$ cat src/hdl/relay_bank_map.svh
// register map, field positions, reset values and timing counts of the relay bank controller
// Contract
// - Drive 32 relay outputs, each independent, each either open or closed.
// - A command opens or closes one chosen relay, or all relays together.
// - Programmable delay between successive relay operations, 0 to 65535 ms.
// - Separately programmable dwell time that a closed relay stays closed.
// - Logical address comes from two hex switches; valid values 1 to 255.
// - Base address is 64 times logical address plus 49152, on 64-byte boundaries.
// - Halt switch on: control reset bit restores power-up state and all defaults.
// - Halt switch off: control reset bit is ignored, nothing happens.
// - Message lamp lights during a bus cycle, stretched to about 0.2 s.
// - Message lamp stays lit while accesses keep coming; each access restarts it.
// - One channel lamp per relay 00 to 31, lit exactly when closed.
// - Fail lamp lit exactly while the system-fail line is driven.
// - Single relay position readable, taken from a buffer sampling the drive signal.
// - Programmed delay and identification information are readable by the controller.
// - All relays open from power-on until a command closes one.
// - Bus slave decodes 16-bit addresses and moves 16-bit data only.
`ifndef RELAY_BANK_MAP_SVH
`define RELAY_BANK_MAP_SVH

// clock rate and derived timing
`define RB_CLK_KHZ 10000
`define RB_MS_TIME 1
`define RB_MS_CYCLES (`RB_MS_TIME * `RB_CLK_KHZ)
`define RB_LAMP_MS 200
`define RB_LAMP_CYCLES (`RB_LAMP_MS * `RB_CLK_KHZ)

// address decode
`define RB_BASE_OFFSET 16'hC000
`define RB_LA_NONE 8'h00

// register offsets inside the 64-byte window
`define RB_CTRL_OFS 6'h00
`define RB_STAT_OFS 6'h04
`define RB_CMD_OFS 6'h08
`define RB_DELAY_OFS 6'h0C
`define RB_DWELL_OFS 6'h10
`define RB_POS_OFS 6'h14
`define RB_STLO_OFS 6'h18
`define RB_STHI_OFS 6'h1C
`define RB_ID_OFS 6'h20

// field positions
`define RB_CTRL_RESET_BIT 0
`define RB_CTRL_HALT_BIT 1
`define RB_STAT_BUSY_BIT 0
`define RB_STAT_PEND_BIT 1
`define RB_STAT_ERR_BIT 2
`define RB_STAT_FAIL_BIT 3
`define RB_STAT_LINE_BIT 4
`define RB_CMD_CHAN_LSB 8
`define RB_CMD_ALL_BIT 13
`define RB_POS_STATE_BIT 15

// command characters
`define RB_OP_CLOSE 8'h43
`define RB_OP_OPEN 8'h4F

// reset values
`define RB_DELAY_RST 16'h0000
`define RB_DWELL_RST 16'h0000
`define RB_ID_RST 16'h5A01

`endif

$ cat src/hdl/relay_bank_pkg.sv
// types shared by the relay bank controller
package relay_bank_pkg;
  typedef enum {ST_TEST, ST_IDLE, ST_DWELL, ST_DELAY} seq_state_e;
  typedef logic [31:0] mask_t;
  typedef logic [15:0] half_t;
  typedef logic [15:0] bus_addr_t;
  typedef logic [31:0] word_t;
endpackage

$ cat src/hdl/relay_bank_controller.sv
// relay bank controller: apb register slave, operation sequencer, relay drive and lamps
`include "relay_bank_map.svh"

module relay_bank_controller #(
  parameter int unsigned MS_CYCLES = `RB_MS_CYCLES,
  parameter int unsigned LAMP_CYCLES = `RB_LAMP_CYCLES,
  parameter logic [15:0] ID_VALUE = `RB_ID_RST // arbitrary value
) (
  input wire logic mclk_in,
  input wire logic rst_in,
  input wire logic ce_in,
  input wire logic psel_in,
  input wire logic penable_in,
  input wire logic pwrite_in,
  input wire relay_bank_pkg::bus_addr_t paddr_in,
  input wire relay_bank_pkg::word_t pwdata_in,
  output relay_bank_pkg::word_t prdata_out,
  output logic pready_out,
  output logic pslverr_out,
  input wire logic [3:0] la_msd_in,
  input wire logic [3:0] la_lsd_in,
  input wire logic halt_sw_in,
  input wire logic sysfail_inhibit_in,
  input wire logic sysfail_line_in,
  output logic sysfail_do_out,
  output logic sysfail_oe_n_out,
  output relay_bank_pkg::mask_t relay_drive_out,
  output relay_bank_pkg::mask_t channel_lamp_out,
  output logic msg_lamp_out,
  output logic fail_lamp_out
);
  import relay_bank_pkg::*;

  ////////////////////////////////////////////////////////////////////////////
  // elaboration checks
  if (MS_CYCLES < 1) begin : g_bad_ms
    $error("MS_CYCLES must be at least one");
  end
  if (LAMP_CYCLES < 1) begin : g_bad_lamp
    $error("LAMP_CYCLES must be at least one");
  end

  ////////////////////////////////////////////////////////////////////////////
  // declarations
  logic [7:0] log_addr;
  bus_addr_t base_addr;
  logic hit;
  logic [5:0] ofs;
  logic access;
  logic setup;
  logic map_ok;
  logic is_cmd;
  logic stall;
  logic done;
  logic wr_done;
  half_t wdata;
  half_t rd_word;
  logic [7:0] cmd_op;
  logic cmd_valid;
  mask_t cmd_mask;

  seq_state_e state_ff, nxt_state;
  mask_t relay_ff, nxt_relay;
  mask_t readback_ff, nxt_readback;
  mask_t last_mask_ff, nxt_last_mask;
  half_t delay_ff, nxt_delay;
  half_t dwell_ff, nxt_dwell;
  half_t wait_ff, nxt_wait;
  logic [31:0] tick_ff, nxt_tick;
  logic pend_ff, nxt_pend;
  logic pend_close_ff, nxt_pend_close;
  mask_t pend_mask_ff, nxt_pend_mask;
  logic err_ff, nxt_err;
  logic [4:0] pos_sel_ff, nxt_pos_sel;
  logic soft_rst_ff, nxt_soft_rst;
  word_t prdata_ff, nxt_prdata;
  logic [31:0] lamp_cnt_ff, nxt_lamp_cnt;
  logic lamp_on_ff, nxt_lamp_on;
  logic fail_ff, nxt_fail;
  logic sf_oe_n_ff, nxt_sf_oe_n;
  logic fail_lamp_ff, nxt_fail_lamp;
  logic any_rst;

  ////////////////////////////////////////////////////////////////////////////
  // address decode and apb handshake
  assign log_addr = {la_msd_in, la_lsd_in};
  assign base_addr = {2'b00, log_addr, 6'h00} + `RB_BASE_OFFSET;
  assign hit = (log_addr != `RB_LA_NONE) && (paddr_in[15:6] == base_addr[15:6]);
  assign ofs = paddr_in[5:0];
  assign setup = psel_in && !penable_in;
  assign access = psel_in && penable_in;
  assign wdata = pwdata_in[15:0];
  assign cmd_op = wdata[7:0];
  assign cmd_valid = (cmd_op == `RB_OP_CLOSE) || (cmd_op == `RB_OP_OPEN);
  assign cmd_mask = wdata[`RB_CMD_ALL_BIT] ? '1 : (32'h0000_0001 << wdata[12:8]);
  assign is_cmd = hit && pwrite_in && (ofs == `RB_CMD_OFS);
  // a second command waits in the access phase until the queue slot frees
  assign stall = is_cmd && pend_ff;
  assign pready_out = ce_in && access && !stall;
  assign done = pready_out;
  assign pslverr_out = done && !(hit && map_ok);
  assign wr_done = done && pwrite_in && hit && map_ok;
  assign any_rst = rst_in || soft_rst_ff;

  // read mux and map check
  always_comb begin
    map_ok = 1'b1;
    rd_word = 16'h0000;
    if (ofs == `RB_CTRL_OFS) begin
      rd_word[`RB_CTRL_HALT_BIT] = halt_sw_in;
    end else if (ofs == `RB_STAT_OFS) begin
      rd_word[`RB_STAT_BUSY_BIT] = (state_ff != ST_IDLE);
      rd_word[`RB_STAT_PEND_BIT] = pend_ff;
      rd_word[`RB_STAT_ERR_BIT] = err_ff;
      rd_word[`RB_STAT_FAIL_BIT] = fail_ff;
      rd_word[`RB_STAT_LINE_BIT] = sysfail_line_in;
    end else if (ofs == `RB_CMD_OFS) begin
      rd_word = 16'h0000;
    end else if (ofs == `RB_DELAY_OFS) begin
      rd_word = delay_ff;
    end else if (ofs == `RB_DWELL_OFS) begin
      rd_word = dwell_ff;
    end else if (ofs == `RB_POS_OFS) begin
      rd_word[`RB_POS_STATE_BIT] = readback_ff[pos_sel_ff];
      rd_word[12:8] = pos_sel_ff;
    end else if (ofs == `RB_STLO_OFS) begin
      rd_word = readback_ff[15:0];
    end else if (ofs == `RB_STHI_OFS) begin
      rd_word = readback_ff[31:16];
    end else if (ofs == `RB_ID_OFS) begin
      rd_word = ID_VALUE;
    end else begin
      map_ok = 1'b0;
    end
  end

  ////////////////////////////////////////////////////////////////////////////
  // registers and operation sequencer, next values
  always_comb begin
    nxt_state = state_ff;
    nxt_relay = relay_ff;
    nxt_readback = relay_ff; // input buffer samples the drive signal
    nxt_last_mask = last_mask_ff;
    nxt_delay = delay_ff;
    nxt_dwell = dwell_ff;
    nxt_wait = wait_ff;
    nxt_tick = tick_ff;
    nxt_pend = pend_ff;
    nxt_pend_close = pend_close_ff;
    nxt_pend_mask = pend_mask_ff;
    nxt_err = err_ff;
    nxt_pos_sel = pos_sel_ff;
    nxt_soft_rst = 1'b0;
    nxt_prdata = prdata_ff;
    // read data is captured in the setup phase
    if (setup) begin
      nxt_prdata = {16'h0000, rd_word};
    end
    // sequencer
    case (state_ff)
      ST_TEST: begin
        if (readback_ff == relay_ff) begin
          nxt_state = ST_IDLE;
        end
      end
      ST_IDLE: begin
        nxt_tick = 32'h0000_0000;
        if (pend_ff) begin
          nxt_pend = 1'b0;
          nxt_last_mask = pend_mask_ff;
          if (pend_close_ff) begin
            nxt_relay = relay_ff | pend_mask_ff;
          end else begin
            nxt_relay = relay_ff & ~pend_mask_ff;
          end
          if (pend_close_ff && (dwell_ff != 16'h0000)) begin
            nxt_wait = dwell_ff;
            nxt_state = ST_DWELL;
          end else begin
            nxt_wait = delay_ff;
            nxt_state = ST_DELAY;
          end
        end
      end
      ST_DWELL, ST_DELAY: begin
        if (wait_ff == 16'h0000) begin
          nxt_tick = 32'h0000_0000;
          if (state_ff == ST_DWELL) begin
            nxt_relay = relay_ff & ~last_mask_ff; // dwell over, reopen
            nxt_wait = delay_ff;
            nxt_state = ST_DELAY;
          end else begin
            nxt_state = ST_IDLE;
          end
        end else if (tick_ff == 32'(MS_CYCLES - 1)) begin
          nxt_tick = 32'h0000_0000;
          nxt_wait = wait_ff - 16'h0001;
        end else begin
          nxt_tick = tick_ff + 32'h0000_0001;
        end
      end
      default: begin
        nxt_state = ST_TEST;
      end
    endcase
    // register writes
    if (wr_done) begin
      if (ofs == `RB_CTRL_OFS) begin
        nxt_soft_rst = wdata[`RB_CTRL_RESET_BIT] && halt_sw_in;
      end else if (ofs == `RB_STAT_OFS) begin
        if (wdata[`RB_STAT_ERR_BIT]) begin
          nxt_err = 1'b0;
        end
      end else if (ofs == `RB_CMD_OFS) begin
        if (cmd_valid) begin
          nxt_pend = 1'b1;
          nxt_pend_close = (cmd_op == `RB_OP_CLOSE);
          nxt_pend_mask = cmd_mask;
        end
      end else if (ofs == `RB_DELAY_OFS) begin
        nxt_delay = wdata;
      end else if (ofs == `RB_DWELL_OFS) begin
        nxt_dwell = wdata;
      end else if (ofs == `RB_POS_OFS) begin
        nxt_pos_sel = wdata[12:8];
      end
    end
    // an unknown command character sets the error flag, winning over a clear
    if (wr_done && is_cmd && !cmd_valid) begin
      nxt_err = 1'b1;
    end
  end

  // registers and operation sequencer, state
  always_ff @(posedge mclk_in) begin
    if (any_rst) begin
      state_ff <= ST_TEST;
      relay_ff <= '0;
      readback_ff <= '0;
      last_mask_ff <= '0;
      delay_ff <= `RB_DELAY_RST;
      dwell_ff <= `RB_DWELL_RST;
      wait_ff <= 16'h0000;
      tick_ff <= 32'h0000_0000;
      pend_ff <= 1'b0;
      pend_close_ff <= 1'b0;
      pend_mask_ff <= '0;
      err_ff <= 1'b0;
      pos_sel_ff <= 5'h00;
      soft_rst_ff <= 1'b0;
      prdata_ff <= 32'h0000_0000;
    end else if (ce_in) begin
      state_ff <= nxt_state;
      relay_ff <= nxt_relay;
      readback_ff <= nxt_readback;
      last_mask_ff <= nxt_last_mask;
      delay_ff <= nxt_delay;
      dwell_ff <= nxt_dwell;
      wait_ff <= nxt_wait;
      tick_ff <= nxt_tick;
      pend_ff <= nxt_pend;
      pend_close_ff <= nxt_pend_close;
      pend_mask_ff <= nxt_pend_mask;
      err_ff <= nxt_err;
      pos_sel_ff <= nxt_pos_sel;
      soft_rst_ff <= nxt_soft_rst;
      prdata_ff <= nxt_prdata;
    end
  end

  ////////////////////////////////////////////////////////////////////////////
  // message lamp stretch and fail indication, next values
  always_comb begin
    nxt_lamp_cnt = lamp_cnt_ff;
    if (psel_in && hit) begin
      nxt_lamp_cnt = LAMP_CYCLES; // restart on every access
    end else if (lamp_cnt_ff != 32'h0000_0000) begin
      nxt_lamp_cnt = lamp_cnt_ff - 32'h0000_0001;
    end
    nxt_lamp_on = (nxt_lamp_cnt != 32'h0000_0000);
    nxt_fail = (state_ff == ST_TEST); // fail driven for the self-test cycle after any reset
    nxt_sf_oe_n = !(nxt_fail && !sysfail_inhibit_in);
    nxt_fail_lamp = !nxt_sf_oe_n;
  end

  // message lamp stretch and fail indication, state
  always_ff @(posedge mclk_in) begin
    if (any_rst) begin
      lamp_cnt_ff <= 32'h0000_0000;
      lamp_on_ff <= 1'b0;
      fail_ff <= 1'b1;
      sf_oe_n_ff <= 1'b1;
      fail_lamp_ff <= 1'b0;
    end else if (ce_in) begin
      lamp_cnt_ff <= nxt_lamp_cnt;
      lamp_on_ff <= nxt_lamp_on;
      fail_ff <= nxt_fail;
      sf_oe_n_ff <= nxt_sf_oe_n;
      fail_lamp_ff <= nxt_fail_lamp;
    end
  end

  ////////////////////////////////////////////////////////////////////////////
  // outputs
  assign prdata_out = prdata_ff;
  assign relay_drive_out = relay_ff;
  assign channel_lamp_out = relay_ff;
  assign msg_lamp_out = lamp_on_ff;
  assign sysfail_do_out = 1'b0; // open drain, pulls low only
  assign sysfail_oe_n_out = sf_oe_n_ff;
  assign fail_lamp_out = fail_lamp_ff;

endmodule

$ cat config.mk
export PLATFORM = sky130hd
export DESIGN_NAME = relay_bank_controller
export DESIGN_NICKNAME = d
export VERILOG_FILES = /design/src/hdl/relay_bank_pkg.sv /design/src/hdl/relay_bank_controller.sv
export VERILOG_INCLUDE_DIRS = /design/src /design/src/hdl
export SDC_FILE = /design/constraint.sdc
export NUM_CORES = 1
export LEC_CHECK = 0
export BUFFER_PORTS_ARGS = -buffer_cell sky130_fd_sc_hd__buf_2
export CAP_MARGIN = 20
export CORE_UTILIZATION = 40
export CTS_CLUSTER_DIAMETER = 80
export CTS_CLUSTER_SIZE = 14
export DETAILED_ROUTE_END_ITERATION = 6
export PLACE_DENSITY = 0.6
export SYNTH_ARGS = -nofsm -noshare
export SYNTH_HDL_FRONTEND = slang
export SYNTH_SLANG_ARGS = --single-unit
$ cat constraint.sdc
create_clock -name mclk_in -period 6.39 [get_ports mclk_in]
set_input_delay 0 -clock mclk_in [delete_from_list [all_inputs] [get_ports mclk_in]]
set_output_delay 0 -clock mclk_in [all_outputs]
set_load 0.02 [all_outputs]
# --- After elaboration in Yosys (flattened, before gate mapping) ---
# Index checks and enable logic that the tools add are counted.
classes:
  add_sub_neg: 4
  n_lt_le_gt_ge: 1
  eq_ne: 25
  shift: 1
  n_mux: 62
  bitwise: 10
  reduce_logical: 51
ops:
  columns: ["op", "n"]
  rows:
  - ["32-bit two-way mux", 12]
  - ["16-bit two-way mux", 10]
  - ["32-bit case mux with 2 select lines", 2]
  - ["32-bit case mux with 3 select lines", 1]
  - ["32-bit AND", 2]
  - ["32-bit by 2-bit == test with 1-bit output (second input constant)", 2]
  - ["32-bit logical NOT", 2]
  - ["32-bit NOT", 2]
  - ["32-bit nonzero test", 2]
  - ["32-bit by 1-bit adder with 32-bit output (second input constant)", 1]
  - ["32-bit by 1-bit == test with 1-bit output (second input constant)", 1]
  - ["32-bit by 14-bit == test with 1-bit output (second input constant)", 1]
  - ["32-bit by 3-bit == test with 1-bit output (second input constant)", 1]
  - ["32-bit == test", 1]
  - ["32-bit by 2-bit inequality test with 1-bit output (second input constant)", 1]
  - ["32-bit bitwise OR", 1]
  - ["16-bit case mux with 2 select lines", 1]
  - ["1-bit by 5-bit left shift with 32-bit output (first input constant)", 1]
  - ["32-bit by 1-bit subtractor with 32-bit output (second input constant)", 1]
  - ["1-bit two-way mux", 27]
  - ["6-bit by 5-bit == test with 1-bit output (second input constant)", 4]
  - ["1-bit logical AND", 19]
  - ["15-bit by 15-bit adder with 16-bit output (second input constant)", 1]
  - ["8-bit by 7-bit == test with 1-bit output (second input constant)", 2]
  - ["other kinds (32)", 56]
word_totals:
  regBits: 301
  in_bits: 65
  output_inout_bits: 102
  word_cells: 174

# --- Longest topological paths before layout ---
# Gate-level depths: netlist (run 1).
depth:
  ltp_word: 15
  mapped_depth: 11
  ltp_nobuf: 10

# --- Worst setup path after synthesis (run 1) ---
# No wires, ideal clock.
synth_path:
  kind: "register to register"
  startpoint: "reg wait_ff[6]"
  endpoint: "reg wait_ff[9]"
  setup_ns: 0.128
  arrival_ns: 2.318
  required_time_ns: 6.262
  slack_ns: 3.944
  stages_incl_launch_ff: 10
  n_path_buf: 2
  period_less_slack_ns: 2.446
  cell_sequence: "dfxtp_1 -> or4_4 -> nor4_4 -> a41o_2 -> o21ai_2 -> a311o_1 -> buf_6 -> buf_6 -> a21oi_1 -> nor2_1"
synth_via:
  elab_chain_cells: 4
  word_cells_on_any_way: 8
  classes_between: "1 x add/sub; 2 x eq/ne; 3 x mux; 2 x reduce/logical"
synth_lines:
  columns: ["element", "line_no", "source"]
  rows:
  - ["start: declaration", "relay_bank_controller.sv:68", "half_t wait_ff, nxt_wait;"]
  - ["start signal: assignment", "relay_bank_controller.sv:259", "wait_ff <= nxt_wait;"]
  - ["16-bit by 1-bit subtractor with 16-bit output", "relay_bank_controller.sv:197", "nxt_wait = wait_ff - 16'h0001;"]
  - ["16-bit two-way mux", "relay_bank_controller.sv:195", "end else if (tick_ff == 32'(MS_CYCLES - 1)) begin"]
  - ["16-bit two-way mux", "relay_bank_controller.sv:186", "if (wait_ff == 16'h0000) begin"]
  - ["16-bit case mux with 2 select lines", "relay_bank_controller.sv:160", "case (state_ff)"]
# Several ways; a longest one is shown, not always the timed one. The select of a mux whose other input is x is not followed.
# A chain may end at the register's enable or synchronous reset.

==> impl_metrics.yaml, run 1 <==
timing:
  skew_ns: 0.0142
  fmax_ghz: 0.268
  period_needed_ns: 3.73
  slew_headroom: 0.312
  hold_viol_final: 0
  grt_setup_unrepaired: "false"
  fin_crit_sh: 0.584
  tns_ns: 0
  tightest_slew_ns: 1.03
  setup_viol: 0
  maxSlewViolCount: 0
setup_path:
  critical_path_arrival_ns: 4.20
  cp_slowest_cell: "nor2_4"
  cpMostUsedCell: "nor2_4"
  crit_required_ns: 6.86
  path_cells: "inv_1 -> ha_1 -> nor2_4 -> a41o_2 -> and3b_1 -> nand2_1 -> buf_4 -> nor2_4 -> a21oi_1 -> nor2_1"
  path_class: "reg -> reg"
  crit_path_max_fanout: 36
  slowest_delay_ns: 0.76
  end_kind: "register"
  crit_path_start_kind: "register"
cts:
  root_buffer: "clkbuf_16"
  clock_path_buffers: 3
  ctsHoldBuffers: 27
  cts_htree_levels: 1
  cts_tree: "built"
  cts_made_buffers: 23
  clk_latency_ns: 0.55
  clk_pin_slew_ns: 0.07
  post_cts_resized: 0
  cts.sinks: 271
  cts_setup_buffers: 0
power:
  pwr_density_cell_nw_per_um2: 319
  peakVddDrop_uv: 233
  cellLeakagePower_nw: 6.11
  sw_frac_of_total: 0.378
  fin_total_pwr_mw: 4.96
  power.switching_mw: 1.87
  combPwrFrac: 0.352
  clockPowerShare: 0.259
  seq_power_share: 0.390
  intPower_mw: 3.08
floorplan:
  rows: 68
  start_util: 0.407
  core-area_um2: 34500
  fp.dieH_um: 189
  pin_count: 167
  die_w_um: 189
  dieArea_um2: 35900
layout:
  final_cell_mix: "dfxtp_1 (271), nor2_1 (261), a21oi_1 (213), nand2_1 (203), buf_2 (132)"
  area_delta_synth_final_pct: 10.7
  fin_nets: 1901
  nFillCells: 3503
  ff_latch_area_um2: 5430
  multi_input_area_um2: 7810
  drive_above_1_share: 0.119
  mostFrequentLayoutCell: "dfxtp_1"
logic_synthesis:
  yosysWarningCount: 0
  syn_area_um2: 14000
  ys_top_cells_by_area: "dfxtp_1 (39%), a21oi_1 (7.6%), nor2_1 (7.1%)"
  synth_area_per_cell_um2: 7.92
  synth_edf_count: 0
  synth_ff_type: "dfxtp_1"
  syn-instance-count: 1773
  ys_seq_elements: 271
  synth_cell_types: 75
  yosys.area.top_type: "dfxtp_1"
  synth_top_area_share: 0.386
  ys_seq_area_frac: 0.386
  synthArstFlopShare: 0
route:
  vias: 13100
  wl_per_cell_um: 19.2
  viasPerCell: 5.72
  top_layer: "met4"
  routed_wl_um: 43800
  drt-initial-drc-count: 1132
  wl_met2_um: 19600
  ant_nets: 0
  met3_length_um: 2720
  met1_length_um: 20100
  first_pass_iters: 5
  post-route-drc-count: 0
grt:
  grt_overflow: 0
  grt_pass1_wl_um: 68400
  antenna_found_initial: 0
  grt_max_degree: 70
  grtUsageTotal: 0.239
  grt_pass1_vias: 12100
placed_design:
  dp_hpwl_um: 29200
  io_buffer_count: 133
  place.gp.congestion: 0.919
outcome:
  outcome: "complete, no violations"
hold_path:
  hold_class: "in -> reg"
flow_run:
  max_cap_violations: 0
[power groups by stage]
stage | combinational (mW) | sequential (mW) | clock [mW]
finish | 1.74 | 1.93 | 1.28
global route | 1.96 | 1.95 | 1.37
CTS | 1.73 | 1.93 | 1.31
detailed placement | 1.71 | 1.96 | 0
global placement | 1.69 | 1.96 | 0
floorplan | 1.37 | 1.92 | 0
[logic make-up (layout without fill, tap and decap cells)]
family                     count (synthesis)  count (layout)  share of synthesized area
and+or+nand+nor                          725             725                      0.242
AOI/OAI and AO/OA                        423             423                      0.179
DFF                                      271             271                      0.386
buffers and inverters                    178             217                     0.0642
xor gates and xnor gates                  94              94                     0.0586
muxes                                     72              72                     0.0609
adders and majority gates                  9               9                    0.00802
other                                      1              18                   0.000267
[stage by stage]
stage	std cells	worst slack, ns	hold WS, ns	instance area (um2)	util
finish	2284	2.66	0.0112	15500	0.450
global route	2283	2.50	0.0478	15500	0.450
CTS	2281	2.68	0.00699	15500	0.449
detailed placement	2228	2.71	0.260	14600	0.424
global placement	2228	2.88	0.256	14600	0.424
floorplan	1789	3.94	0.133	14100	-
[final timing paths]
path / startpoint / to / slack (ns) / depth (start not counted)
max: state_ff[0] / register / 2.66 / 10
min reg2reg: last_mask_ff[19] / last_mask_ff[19] / 0.46 / 2
max reg2reg: state_ff[0] / register / 2.66 / 10
min: sysfail_line_in / prdata_out[4] / 0.01 / 5
[cells in the mapped netlist, types with 7 or more instances]
cell	n
or3_1	14
nor3_1	47
buf_2	13
dfxtp_1	271
buf_4	52
a22oi_1	13
and4_1	8
a211oi_1	39
o21a_1	7
and2_1	11
mux4_2	10
inv_1	16
mux2_2	7
nand2b_1	8
ha_1	9
nand2_1	203
a31oi_1	11
nand4_1	19
and3_1	39
mux2i_1	55
o21ai_0	71
nor2b_1	19
nand3_1	23
nor2_1	264
o22ai_1	13
xnor2_1	29
xor2_1	65
nor4_1	35
a21oi_1	213
clkbuf_1	88
[metal layers]
layer	up-vias	track usage
li1	6281	-
met1	6240	0.333
met2	465	0.382
met3	85	0.0261
met4	0	0.0822
met5	-	0
[critical path: cells and delay by family, from the launching register on]
kind	cells	cell delay, ns
buf+inv	2	0.36
compound gates	2	0.63
simple gates	5	1.99
fa+ha+maj	1	0.25
flops	1	0.37
[layout make-up]
cell class                 count  area share
clock buffer                  23      0.0370
multi-input combinational   1340       0.502
clock inverter                 3     0.00217
sequential                   271       0.349
inverter                      16     0.00386
antenna                        1    0.000161
timing repair buffer         175      0.0690
tap                          455      0.0366
Power figures use the tool's default switching activity.
==> inputs of run 2 (changes only) <==
--- a/config.mk
+++ b/config.mk
@@ -12,7 +12,7 @@
 export CTS_CLUSTER_DIAMETER = 80
 export CTS_CLUSTER_SIZE = 14
 export DETAILED_ROUTE_END_ITERATION = 6
-export PLACE_DENSITY = 0.6
+export PLACE_DENSITY = 0.63
 export SYNTH_ARGS = -nofsm -noshare
 export SYNTH_HDL_FRONTEND = slang
 export SYNTH_SLANG_ARGS = --single-unit
==> constraint.sdc (replaced) <==
create_clock -name mclk_in -period 3.4 [get_ports mclk_in]
set_input_delay 0 -clock mclk_in [delete_from_list [all_inputs] [get_ports mclk_in]]
set_output_delay 0 -clock mclk_in [all_outputs]
set_load 0.02 [all_outputs]
==> impl_metrics.yaml, run 2 (synthesized netlist as in run 1, its figures left out) <==
setup_path:
  crit_path_max_fanout: 23
  crit_path_start_kind: "register"
  crit_start: "wait_ff[6]"
  crit_required_ns: 3.87
  end_kind: "register"
  r2r-start: "wait_ff[6]"
  critical_path_arrival_ns: 3.35
  rrSetupSlack_ns: 0.51
  r2r_cells: 9
  path_class: "reg -> reg"
floorplan:
  pin_count: 167
  die_w_um: 189
  start_util: 0.407
  dieArea_um2: 35900
  core-area_um2: 34500
  rows: 68
  fp.dieH_um: 189
timing:
  holdWs_ns: 0.106
  grt_setup_unrepaired: "false"
  maxSlewViolCount: 0
  fin_crit_sh: 0.849
  period_needed_ns: 2.89
  setup_viol: 0
  fmax_ghz: 0.347
  hold_viol_final: 0
  skew_ns: 0.0111
  tightest_slew_ns: 0.809
  tns_ns: 0
  slew_headroom: 0.461
grt:
  grt_overflow: 0
  grt_pass1_vias: 12300
  grt_pass1_wl_um: 68200
  grt_max_degree: 67
  antenna_found_initial: 0
  grtUsageTotal: 0.237
flow_run:
  max_cap_violations: 0
cts:
  clk_pin_slew_ns: 0.07
  cts_made_buffers: 23
  cts_tree: "built"
  cts.sinks: 271
  cts_htree_levels: 1
  cts_setup_buffers: 0
  post_cts_resized: 0
  clk_latency_ns: 0.53
  clock_path_buffers: 3
  root_buffer: "clkbuf_16"
route:
  wl_per_cell_um: 18.6
  drt-initial-drc-count: 1079
  ant_nets: 0
  vias: 13100
  routed_wl_um: 43000
  viasPerCell: 5.68
  post-route-drc-count: 0
  first_pass_iters: 6
layout:
  fin_nets: 1928
  final_cell_mix: "dfxtp_1 (271), nor2_1 (261), a21oi_1 (213), nand2_1 (203), buf_2 (132)"
  drive_above_1_share: 0.130
  num_antenna_cells: 0
  area_delta_synth_final_pct: 12.2
  mostFrequentLayoutCell: "dfxtp_1"
power:
  cellLeakagePower_nw: 6.24
  pwr_density_cell_nw_per_um2: 600
  peakVddDrop_uv: 443
outcome:
  outcome: "complete, no violations"
placed_design:
  place.gp.congestion: 0.965
  io_buffer_count: 133
  dp_hpwl_um: 29500
hold_path:
  hold_class: "in -> reg"
[run 2: cell types whose count changed in the layout (fill, tap and decap cells not counted), sizes merged]
cell / previous run / this run
clkinv: 2 / 1
dlygate4sd3: 28 / 29
buf: 147 / 173
clkbuf: 23 / 28
diode: 1 / 0
[run 2: metal layers]
| metal | track usage | vias up | part of all wire |
|---|---|---|---|
| met5 | 0 | - | 0 |
| met4 | 0.0803 | 0 | 0.031 |
| met3 | 0.0334 | 79 | 0.068 |
| met2 | 0.378 | 448 | 0.44 |
| met1 | 0.328 | 6284 | 0.46 |
| li1 | - | 6329 | - |
[run 2: critical path: stages (launching register included)]
cell and delay, ns:
dfxtp_1 0.37, or4_4 0.58, nor4_4 0.26, a41o_2 0.45, and3b_1 0.31, nand2_1 0.15
nor2_2 0.13, buf_4 0.32, a21oi_1 0.13, nor2_1 0.09
[run 2: area by class of cell]
cell class,count,area (um2)
Clock inverter,2,13.8
Tap cell,455,569
Fill cell,3495,18800
Clock buffer,28,604
Multi-Input combinational cell,1340,7790
Inverter,16,60.1
Sequential cell,271,5430
Timing Repair Buffer,202,1280
[run 2: report_power, final]
part           internal [mW]  total, mW  switching (mW)  leakage, nW
clock network           1.24       2.40            1.16        0.304
logic                   1.33       3.42            2.09         3.75
registers               3.36       3.63           0.269         2.19
total                   5.93       9.45            3.52         6.24
[run 2: how the worst min path moves through the flow]
stage,start,end,slack (ns),cells after the start
after floorplan,pwdata_in[0],soft_rst_ff,0.13,2
after global placement,pwdata_in[15],delay_ff[15],0.26,3
after detailed placement,pwdata_in[15],delay_ff[15],0.26,3
after CTS,paddr_in[4],err_ff,0.09,5
after global routing,psel_in,prdata_out[0],0.14,5
final,paddr_in[4],err_ff,0.11,5
[run 2: metrics by stage]
stage | std cells | power [mW] | setup slack (ns) | instance area [um2] | util
finish | 2314 | 9.45 | 0.514 | 15700 | 0.456
global route | 2314 | 10.1 | 0.261 | 15700 | 0.456
floorplan | 1789 | 6.18 | 0.954 | 14100 | -
global placement | 2255 | 6.99 | 0.604 | 14800 | 0.430
CTS | 2314 | 9.47 | 0.509 | 15700 | 0.456
detailed placement | 2255 | 7.04 | 0.530 | 14800 | 0.430
[run 2: repair_timing]
item / CTS / global route
hold buffers: 29 / 0
endpoints found under the hold margin: 60 / 0
setup endpoints to repair: 0 / 0
